==> src/rtl/dccf_defs.vh <==
// Constants for the data cache coherency state machine.
// Assumes one core clock and a core that keeps the cache data arrays.
//
// How it works
// Each 32-byte block holds exactly one state
// Select bit 0 three-state, 1 four-state
// Instruction cache keeps only valid or invalid
// Three-state fills always use intent-to-modify reads (fetch fills still issue plain reads here)
// Three-state fill leaves block exclusive, silent writes
// Three-state snooped global read acts as write
// Three-state single-beat snoop read keeps block
// Software flushes and invalidates before four-state select
// Four-state store to shared refetches same way
// Clean gives shared four-state, exclusive three-state
// Four-state load miss issues plain read
// Four-state load touch reads, store touch modifies
// Four-state fetch reads, global follows attributes
// Load hit reads cache, no bus transaction
// Load miss read: exclusive, shared, or retry
// Store hit modified or exclusive ends modified, silent
// Store to shared/invalid: modify-read, then modified
// Fill picks victim way, casts out if modified
// Push and flush copy back, kill discards
// Coherent attribute drives global indicator on bus
// Reset and flash invalidate clear every block
`ifndef DCCF_DEFS_VH
`define DCCF_DEFS_VH

// Block coherency states
`define DCCF_ST_I      2'h0
`define DCCF_ST_S      2'h1
`define DCCF_ST_E      2'h2
`define DCCF_ST_M      2'h3

// Bus transaction types
`define DCCF_BUS_READ  2'h0
`define DCCF_BUS_RDMOD 2'h1
`define DCCF_BUS_WB    2'h2

// Core request operations
`define DCCF_OP_LOAD   3'h0
`define DCCF_OP_STORE  3'h1
`define DCCF_OP_TLOAD  3'h2
`define DCCF_OP_TSTORE 3'h3
`define DCCF_OP_FETCH  3'h4
`define DCCF_OP_CLEAN  3'h5

// Snooped transaction types
`define DCCF_SNP_READ  3'h0
`define DCCF_SNP_READ1 3'h1
`define DCCF_SNP_RDMOD 3'h2
`define DCCF_SNP_KILL  3'h3
`define DCCF_SNP_CLEAN 3'h4

// Memory attribute bit position of the coherent bit (write-through and inhibit not defined)
`define DCCF_ATTR_M    0

// Machine states
`define DCCF_FSM_IDLE  2'h0
`define DCCF_FSM_CAST  2'h1
`define DCCF_FSM_FILL  2'h2
`define DCCF_FSM_WB    2'h3

`endif

==> src/rtl/dccf_core.v <==
// Data cache coherency state machine: tag and state arrays for a
// two-way data cache of eight sets, a small instruction valid table,
// bus transaction selection and snoop handling.
// Assumes the bus partner holds a snoop until o_snp_ready is high and
// pulses i_bus_ack or i_bus_retry once per issued transaction.
`timescale 1ns/1ps
`include "dccf_defs.vh"

module dccf_core (
   input  wire        i_ref_clk,
   input  wire        i_rst,
   input  wire        i_four_state_protocol_select,
   input  wire        i_flash_inv,
   input  wire        i_req_valid,
   input  wire [2:0]  i_req_op,
   input  wire [26:0] i_req_addr,
   input  wire [2:0]  i_req_mem_attr,
   input  wire        i_req_xlate_en,
   output wire        o_req_ready,
   output reg         o_done,
   output reg         o_done_hit,
   output reg  [1:0]  o_done_state,
   input  wire        i_snp_valid,
   input  wire [2:0]  i_snp_type,
   input  wire [26:0] i_snp_addr,
   output wire        o_snp_ready,
   output reg         o_snp_retry,
   output reg         o_bus_req,
   output reg  [1:0]  o_bus_type,
   output reg  [26:0] o_bus_addr,
   output reg         o_bus_glb,
   input  wire        i_bus_ack,
   input  wire        i_bus_retry,
   input  wire        i_bus_share
);

   // one state per block, index is {set, way}
   reg  [1:0]  blk_state [0:15];
   reg  [23:0] blk_tag   [0:15];
   // Way to replace next, one bit per set
   reg  [7:0]  lru_reg;
   // Instruction cache valid table, direct mapped
   reg  [7:0]  ic_valid_reg;
   reg  [23:0] ic_tag    [0:7];

   reg  [1:0]  st_reg;
   reg  [2:0]  op_reg;
   reg  [2:0]  set_reg;
   reg  [23:0] tag_reg;
   reg         way_reg;
   reg  [1:0]  wb_next_reg;
   reg         snp_reg;
   reg         glb_reg;
   reg  [1:0]  fill_type_reg;
   integer     k;

   // protocol select bit
   wire        mode4 = i_four_state_protocol_select;
   wire        idle  = (st_reg == `DCCF_FSM_IDLE);

   // Request lookup
   wire [2:0]  r_set = i_req_addr[2:0];
   wire [23:0] r_tag = i_req_addr[26:3];
   wire        r_h0  = (blk_state[{r_set, 1'b0}] != `DCCF_ST_I) &&
                       (blk_tag[{r_set, 1'b0}] == r_tag);
   wire        r_h1  = (blk_state[{r_set, 1'b1}] != `DCCF_ST_I) &&
                       (blk_tag[{r_set, 1'b1}] == r_tag);
   wire        r_hit = r_h0 | r_h1;
   wire        r_way = r_h1;
   wire [1:0]  r_st  = r_hit ? blk_state[{r_set, r_way}] : `DCCF_ST_I;
   wire        r_vic = lru_reg[r_set];
   wire [1:0]  v_st  = blk_state[{r_set, r_vic}];
   wire [23:0] v_tag = blk_tag[{r_set, r_vic}];
   wire        ic_hit = ic_valid_reg[r_set] && (ic_tag[r_set] == r_tag);

   // Snoop lookup
   wire [2:0]  s_set = i_snp_addr[2:0];
   wire [23:0] s_tag = i_snp_addr[26:3];
   wire        s_h0  = (blk_state[{s_set, 1'b0}] != `DCCF_ST_I) &&
                       (blk_tag[{s_set, 1'b0}] == s_tag);
   wire        s_h1  = (blk_state[{s_set, 1'b1}] != `DCCF_ST_I) &&
                       (blk_tag[{s_set, 1'b1}] == s_tag);
   wire        s_hit = s_h0 | s_h1;
   wire        s_way = s_h1;
   wire [1:0]  s_st  = s_hit ? blk_state[{s_set, s_way}] : `DCCF_ST_I;

   // clean result
   wire [1:0]  clean_st = mode4 ? `DCCF_ST_S : `DCCF_ST_E;

   // Snoop result state and copy-back need
   reg  [1:0]  sn_next;
   reg         sn_wb;
   always @* begin
      sn_next = s_st;
      sn_wb   = 1'b0;
      case (i_snp_type)
         // three-state read acts as write; R19: four-state push
         `DCCF_SNP_READ: begin
            sn_next = mode4 ? `DCCF_ST_S : `DCCF_ST_I;
            sn_wb   = (s_st == `DCCF_ST_M);
         end
         // single-beat read keeps the block
         `DCCF_SNP_READ1: begin
            sn_next = mode4 ? `DCCF_ST_S :
                      ((s_st == `DCCF_ST_M) ? `DCCF_ST_E : s_st);
            sn_wb   = (s_st == `DCCF_ST_M);
         end
         // flush copies back then invalidates
         `DCCF_SNP_RDMOD: begin
            sn_next = `DCCF_ST_I;
            sn_wb   = (s_st == `DCCF_ST_M);
         end
         // kill discards with no copy-back
         `DCCF_SNP_KILL: begin
            sn_next = `DCCF_ST_I;
            sn_wb   = 1'b0;
         end
         // snoop clean
         `DCCF_SNP_CLEAN: begin
            sn_next = clean_st;
            sn_wb   = (s_st == `DCCF_ST_M);
         end
         default: begin
            sn_next = s_st;
            sn_wb   = 1'b0;
         end
      endcase
   end

   // Fill transaction type per operation and protocol
   reg  [1:0]  fill_type;
   always @* begin
      case (i_req_op)
         // four-state load miss reads; R4: three-state modifies
         `DCCF_OP_LOAD:   fill_type = mode4 ? `DCCF_BUS_READ : `DCCF_BUS_RDMOD;
         // touch hints
         `DCCF_OP_TLOAD:  fill_type = mode4 ? `DCCF_BUS_READ : `DCCF_BUS_RDMOD;
         `DCCF_OP_TSTORE: fill_type = `DCCF_BUS_RDMOD;
         // fetches read
         `DCCF_OP_FETCH:  fill_type = `DCCF_BUS_READ;
         default:         fill_type = `DCCF_BUS_RDMOD;
      endcase
   end

   // global indicator; R13: four-state fetch global when untranslated
   reg         req_glb;
   always @* begin
      if (i_req_op == `DCCF_OP_FETCH)
         req_glb = mode4 ? (~i_req_xlate_en | i_req_mem_attr[`DCCF_ATTR_M])
                         : (i_req_xlate_en & i_req_mem_attr[`DCCF_ATTR_M]);
      else
         req_glb = i_req_mem_attr[`DCCF_ATTR_M];
   end

   // Handshakes: snoops take priority over core requests
   assign o_snp_ready = idle & ~i_flash_inv;
   assign o_req_ready = idle & ~i_flash_inv & ~i_snp_valid;

   // Fill result state on a clean completion
   wire [1:0]  fill_st =
      (op_reg == `DCCF_OP_STORE)  ? `DCCF_ST_M :
      (op_reg == `DCCF_OP_TSTORE) ? `DCCF_ST_E :
      (mode4 & i_bus_share)       ? `DCCF_ST_S : `DCCF_ST_E;

   // Main state machine and arrays
   always @(posedge i_ref_clk or posedge i_rst) begin
      if (i_rst) begin
         // every block invalid after reset
         for (k = 0; k < 16; k = k + 1) begin
            blk_state[k] <= `DCCF_ST_I;
            blk_tag[k]   <= 24'h00_0000;
         end
         for (k = 0; k < 8; k = k + 1)
            ic_tag[k] <= 24'h00_0000;
         lru_reg       <= 8'h00;
         ic_valid_reg  <= 8'h00;
         st_reg        <= `DCCF_FSM_IDLE;
         op_reg        <= `DCCF_OP_LOAD;
         set_reg       <= 3'h0;
         tag_reg       <= 24'h00_0000;
         way_reg       <= 1'b0;
         wb_next_reg   <= `DCCF_ST_I;
         snp_reg       <= 1'b0;
         glb_reg       <= 1'b0;
         fill_type_reg <= `DCCF_BUS_READ;
         o_done        <= 1'b0;
         o_done_hit    <= 1'b0;
         o_done_state  <= `DCCF_ST_I;
         o_snp_retry   <= 1'b0;
         o_bus_req     <= 1'b0;
         o_bus_type    <= `DCCF_BUS_READ;
         o_bus_addr    <= 27'h000_0000;
         o_bus_glb     <= 1'b0;
      end else begin
         o_done      <= 1'b0;
         o_done_hit  <= 1'b0;
         o_snp_retry <= 1'b0;
         case (st_reg)
            `DCCF_FSM_IDLE: begin
               if (i_flash_inv) begin
                  // flash invalidate clears both caches
                  for (k = 0; k < 16; k = k + 1)
                     blk_state[k] <= `DCCF_ST_I;
                  ic_valid_reg <= 8'h00;
               end else if (i_snp_valid) begin
                  if (s_hit) begin
                     set_reg <= s_set;
                     way_reg <= s_way;
                     if (sn_wb) begin
                        // copy back modified block, retry snooper
                        o_snp_retry <= 1'b1;
                        snp_reg     <= 1'b1;
                        wb_next_reg <= sn_next;
                        o_bus_req   <= 1'b1;
                        o_bus_type  <= `DCCF_BUS_WB;
                        o_bus_addr  <= i_snp_addr;
                        o_bus_glb   <= 1'b0;
                        st_reg      <= `DCCF_FSM_WB;
                     end else begin
                        blk_state[{s_set, s_way}] <= sn_next;
                     end
                  end
               end else if (i_req_valid) begin
                  op_reg        <= i_req_op;
                  set_reg       <= r_set;
                  tag_reg       <= r_tag;
                  glb_reg       <= req_glb;
                  fill_type_reg <= fill_type;
                  snp_reg       <= 1'b0;
                  if (i_req_op == `DCCF_OP_FETCH) begin
                     // instruction side is valid or invalid only
                     if (ic_hit) begin
                        o_done       <= 1'b1;
                        o_done_hit   <= 1'b1;
                        o_done_state <= `DCCF_ST_I;
                     end else begin
                        o_bus_req  <= 1'b1;
                        o_bus_type <= `DCCF_BUS_READ;
                        o_bus_addr <= i_req_addr;
                        o_bus_glb  <= req_glb;
                        st_reg     <= `DCCF_FSM_FILL;
                     end
                  end else if (i_req_op == `DCCF_OP_CLEAN) begin
                     if (r_st == `DCCF_ST_M) begin
                        // write back then leave clean
                        way_reg     <= r_way;
                        wb_next_reg <= clean_st;
                        o_bus_req   <= 1'b1;
                        o_bus_type  <= `DCCF_BUS_WB;
                        o_bus_addr  <= i_req_addr;
                        o_bus_glb   <= req_glb;
                        st_reg      <= `DCCF_FSM_WB;
                     end else begin
                        if (r_hit)
                           blk_state[{r_set, r_way}] <= clean_st;
                        o_done       <= 1'b1;
                        o_done_hit   <= r_hit;
                        o_done_state <= r_hit ? clean_st : `DCCF_ST_I;
                     end
                  end else if (i_req_op == `DCCF_OP_STORE &&
                               r_st == `DCCF_ST_S) begin
                     // store to shared refetches into the same way
                     way_reg       <= r_way;
                     fill_type_reg <= `DCCF_BUS_RDMOD;
                     blk_state[{r_set, r_way}] <= `DCCF_ST_I;
                     o_bus_req     <= 1'b1;
                     o_bus_type    <= `DCCF_BUS_RDMOD;
                     o_bus_addr    <= i_req_addr;
                     o_bus_glb     <= req_glb;
                     st_reg        <= `DCCF_FSM_FILL;
                  end else if (r_hit) begin
                     // load hit; R16: store hit goes modified
                     lru_reg[r_set] <= ~r_way;
                     if (i_req_op == `DCCF_OP_STORE)
                        blk_state[{r_set, r_way}] <= `DCCF_ST_M;
                     o_done       <= 1'b1;
                     o_done_hit   <= 1'b1;
                     o_done_state <= (i_req_op == `DCCF_OP_STORE) ?
                                     `DCCF_ST_M : r_st;
                  end else begin
                     // choose victim, cast out if modified
                     way_reg <= r_vic;
                     o_bus_req <= 1'b1;
                     if (v_st == `DCCF_ST_M) begin
                        o_bus_type <= `DCCF_BUS_WB;
                        o_bus_addr <= {v_tag, r_set};
                        o_bus_glb  <= 1'b0;
                        st_reg     <= `DCCF_FSM_CAST;
                     end else begin
                        blk_state[{r_set, r_vic}] <= `DCCF_ST_I;
                        o_bus_type <= fill_type;
                        o_bus_addr <= i_req_addr;
                        o_bus_glb  <= req_glb;
                        st_reg     <= `DCCF_FSM_FILL;
                     end
                  end
               end
            end
            `DCCF_FSM_CAST: begin
               // retried cast-out stays up; done frees victim
               if (i_bus_ack && !i_bus_retry) begin
                  blk_state[{set_reg, way_reg}] <= `DCCF_ST_I;
                  o_bus_type <= fill_type_reg;
                  o_bus_addr <= {tag_reg, set_reg};
                  o_bus_glb  <= glb_reg;
                  st_reg     <= `DCCF_FSM_FILL;
               end
            end
            `DCCF_FSM_FILL: begin
               // retry keeps the request up and reissues it
               if (i_bus_ack && !i_bus_retry) begin
                  o_bus_req <= 1'b0;
                  o_done    <= 1'b1;
                  st_reg    <= `DCCF_FSM_IDLE;
                  if (op_reg == `DCCF_OP_FETCH) begin
                     ic_valid_reg[set_reg] <= 1'b1;
                     ic_tag[set_reg]       <= tag_reg;
                     o_done_state          <= `DCCF_ST_I;
                  end else begin
                     // fill result state
                     blk_state[{set_reg, way_reg}] <= fill_st;
                     blk_tag[{set_reg, way_reg}]   <= tag_reg;
                     lru_reg[set_reg]              <= ~way_reg;
                     o_done_state                  <= fill_st;
                  end
               end
            end
            `DCCF_FSM_WB: begin
               // Copy-back done: apply the pending state
               if (i_bus_ack && !i_bus_retry) begin
                  blk_state[{set_reg, way_reg}] <= wb_next_reg;
                  o_bus_req    <= 1'b0;
                  o_done       <= ~snp_reg;
                  o_done_hit   <= ~snp_reg;
                  o_done_state <= wb_next_reg;
                  st_reg       <= `DCCF_FSM_IDLE;
               end
            end
            default: begin
               st_reg    <= `DCCF_FSM_IDLE;
               o_bus_req <= 1'b0;
            end
         endcase
      end
   end

endmodule // dccf_core

==> config.mk <==
export PLATFORM = sky130hd
export DESIGN_NAME = dccf_core
export DESIGN_NICKNAME = d
export VERILOG_FILES = /design/src/rtl/dccf_core.v
export VERILOG_INCLUDE_DIRS = /design/src /design/src/rtl
export SDC_FILE = /design/constraint.sdc
export NUM_CORES = 2
export LEC_CHECK = 0
export BUFFER_PORTS_ARGS = -buffer_cell sky130_fd_sc_hd__buf_2
export CELL_PAD_IN_SITES_DETAIL_PLACEMENT = 1
export CELL_PAD_IN_SITES_GLOBAL_PLACEMENT = 2
export CORE_MARGIN = 1
export CORE_UTILIZATION = 40
export DETAILED_ROUTE_END_ITERATION = 7
export GPL_TIMING_DRIVEN = 0
export PLACE_DENSITY = 0.7
export SYNTH_ARGS = -nofsm -noshare
export SYNTH_HDL_FRONTEND = slang
export SYNTH_SLANG_ARGS = --single-unit
==> constraint.sdc <==
create_clock -name i_ref_clk -period 24 [get_ports i_ref_clk]
set_input_delay 1.2 -clock i_ref_clk [delete_from_list [all_inputs] [get_ports i_ref_clk]]
set_output_delay 1.2 -clock i_ref_clk [all_outputs]
set_load 0.05 [all_outputs]
==> impl_metrics.ini <==
[synth]
synth_ff_type = dfrtp_1
synth_area_leaders = dfrtp_1 41%, mux2_2 18%, mux4_2 14%
syn_area_per_cell_um2 = 11.9
yosys.area.top_type_share_pct = 40.5
ys_ff_latch = 698
yosys_warnings = 0
yosysUniqueCellTypes = 74
synth_area_um2 = 43100
yosysTopAreaCell = dfrtp_1
syn_inst = 3630
async_flop_share_pct = 100
synth_edf_count = 0
synthesis.nets = 3707
yosysSeqAreaShare_pct = 40.5

[sta]
slew_violations = 111
setup_violations = 0
fin_crit_ns = 8.86
slew_headroom_pct = -9.70
finalCritPeriodShare_pct = 36.9
finClkSkew_ns = 0.0439
rsz0062_at_grt = false
tightest_slew_ns = 1.65
fmax_ghz = 0.113
hold_viol_final = 0

[die]
die_h_um = 330
core_um2 = 107000
initial_core_util_pct = 40.3
dieArea_um2 = 109000
io_pins = 111
rows = 120
die_x_um = 330

[final_layout]
multiInputGateArea_um2 = 24200
area_delta_synth_final_pct = 13.1
seq_area_um2 = 17500
final_net_count = 3908
regMostFlops = blk_tag
final_area_um2 = 48800
fill_cells = 11300
drive_gt1_share_pct = 33.8
top_regs = blk_tag: 384 flops, ic_tag: 192 flops, blk_state: 32 flops
instances_no_fill = 5304
largest_register_ffs = 384

[power]
powerDensity_nw_per_um2 = 108
p_leak_nw = 21.6
irDropWorstVdd_v = 0.0000679

[min_path]
min_path_type = flip-flop to flip-flop

[status]
violations = max-capacitance violations, max-slew violations
status = finished, violations left

[detailed_routing]
wl_per_cell_um = 44.2
drc = 0
vias = 37300
dr.pass1.iters = 5
detail-route-antenna-nets = 0
vias_per_cell = 7.03
routed_wl_um = 234000
drt_iter0_markers = 5049

[critical_path]
start_kind = input pin
crit_chain = buf_2 -> clkinv_1 -> buf_2 -> buf_1 -> clkbuf_1 -> o221ai_1 -> xor2_1 -> nor4_1 -> nand3_1 -> o41ai_2 -> nand2_1 -> o21ai_1 -> o21ai_0 -> a211o_1 -> mux2_2
cp-end-kind = flip-flop
slowest_delay_ns = 1.15
path_class = input pin to flip-flop
cp_data_required_time_ns = 24.57
worst_path_most_repeated_cell = buf_2
cp_top_family = buffers and inverters
crit_arrival_ns = 9.43
worstPathMaxFanout = 10
crit_buf_inv = 5
crit_slowest_cell = buf_1

[global_routing]
grt_pass1_vias = 37400
grt_pass1_wl_um = 320000
grt_overflow = 0
antenna_found_initial = 7
track_usage_pct = 43.1
grt_max_degree = 125

[clock_tree]
cts_buffers = 86
h-tree-depth = 3
root_buffer = clkbuf_16
cts_tree = done
insertion_delay_ns = 0.71
max-clock-path-buffers = 3
cts_setup_buffers = 0
cts_resized = 0
hold_buffers = 0
cts_sinks = 698
path_clk_slew_ns = 0.06

[run]
cap_violations = 15

[placed_design]
dpl.hpwl_um = 172000
io_buffers = 96
place_area_um2 = 45600
placedCellCount = 5143
place_congestion = 1.04
## cell usage in the layout, fill, tap and decap left out, types with 10 or more instances in the layout
cell type and n:
dfrtp_1 698, mux2_2 684, nand2_1 266, mux4_2 259
clkbuf_1 212, mux2i_1 200, buf_2 168, o21ai_0 147
nor2_1 125, a21oi_1 103, clkbuf_16 86, nand3_1 64
xor2_1 61, a22oi_1 59, buf_1 46, o22ai_1 43
a221o_1 43, a221oi_1 39, nor3_1 34, a31oi_1 31
xnor2_1 29, inv_1 26, nor2b_1 25, a22o_1 25
o211ai_1 24, or3_1 22, nor4_1 21, and3_1 20
nand3b_1 20, nand4_1 19, nand2b_1 18, bufinv_16 16
and2_1 15, o21a_1 12, o31ai_1 12, clkbuf_8 12
a211oi_1 11, or3b_2 11, o221ai_1 10
## stage by stage
stage               power [W]  utilization, %   TNS, ns  setup slack [ns]  hold slack (ns)
finish                0.00526            45.6         0             15.14            0.479
detailed placement    0.00373            42.7         0             14.80            0.469
global placement      0.00369            42.4  -4206.65             -6.19            0.461
CTS                   0.00520            45.5         0             15.51            0.484
floorplan             0.00289               -         0              3.23            0.450
global route          0.00539            45.6         0             15.40            0.512
## final timing paths
check,start,endpoint,slack (ns),depth (start not counted)
worst min register to register,fill_type_reg[0]$_DFFE_PP0P_,fill_type_reg[0]$_DFFE_PP0P_,0.48,2
worst max register to register,blk_tag[80]$_DFFE_PP0P_,blk_state[27]$_DFFE_PP0P_,17.48,12
worst max-delay path,i_req_addr[0],blk_state[27]$_DFFE_PP0P_,15.14,15
min in group asynchronous,i_rst,blk_tag[250]$_DFFE_PP0P_,0.55,2
worst min-delay path,fill_type_reg[0]$_DFFE_PP0P_,fill_type_reg[0]$_DFFE_PP0P_,0.48,2
max in group asynchronous,i_rst,o_bus_addr[26]$_DFFE_PP0P_,21.73,4
## synthesized netlist by cell type (27+ instances only)
| cell type | instances |
|---|---|
| dfrtp_1 | 698 |
| mux2_2 | 684 |
| nand2_1 | 266 |
| mux4_2 | 259 |
| mux2i_1 | 200 |
| clkbuf_1 | 198 |
| o21ai_0 | 147 |
| nor2_1 | 129 |
| a21oi_1 | 103 |
| buf_2 | 66 |
| nand3_1 | 64 |
| xor2_1 | 61 |
| a22oi_1 | 59 |
| buf_1 | 54 |
| a221o_1 | 43 |
| o22ai_1 | 43 |
| a221oi_1 | 39 |
| nor3_1 | 34 |
| a31oi_1 | 31 |
| xnor2_1 | 29 |
| inv_1 | 27 |
## where the power goes
group / leakage, nW / internal [W] / switching, W
sequential: 9.53 / 0.00147 / 0.000385
combinational: 10.6 / 0.000729 / 0.00121
clock: 1.48 / 0.000874 / 0.000592
total: 21.6 / 0.00307 / 0.00219
## cell families after synthesis
logic type | count (synthesis) | synth area share (%)
AOI/OAI and AO/OA | 632 | 10.0
and+or+nand+nor | 703 | 7.92
adders and majority gates | 4 | 0.116
DFF | 698 | 40.5
xor gates and xnor gates | 90 | 1.83
buffers and inverters | 358 | 3.45
muxes | 1145 | 36.1
## cell type report
| type | count | share of cell area, % |
|---|---|---|
| buffer | 328 | 2.85 |
| antenna | 4 | 0.0205 |
| clock buffer | 116 | 4.89 |
| timing repair buffer | 113 | 1.61 |
| clock inverter | 38 | 1.39 |
| multi-input combinational | 2574 | 49.6 |
| sequential | 698 | 35.8 |
| tap | 1403 | 3.60 |
| inverter | 30 | 0.246 |
## worst register-to-register path, stage by stage (launching register included)
cell,delay [ns]
dfrtp_1,0.43
mux4_2,0.48
mux2i_1,0.60
xnor2_1,0.31
or3_1,0.44
nor4_1,0.62
nand3_1,0.38
o41ai_2,1.00
nand2_1,0.51
o21ai_1,0.87
o21ai_0,0.18
a211o_1,0.35
mux2_2,0.26
## layer usage
layer  part of all wire [%]  routed length [um]  global-route usage, %
met3                    9.2               21500                   11.5
met4                    8.3               19300                   30.5
met2                     44              104000                   64.8
met1                     38               89800                   53.7
met5                 0.0055                  13                 0.0435
Note: power is estimated with default switching activity, not from simulation.
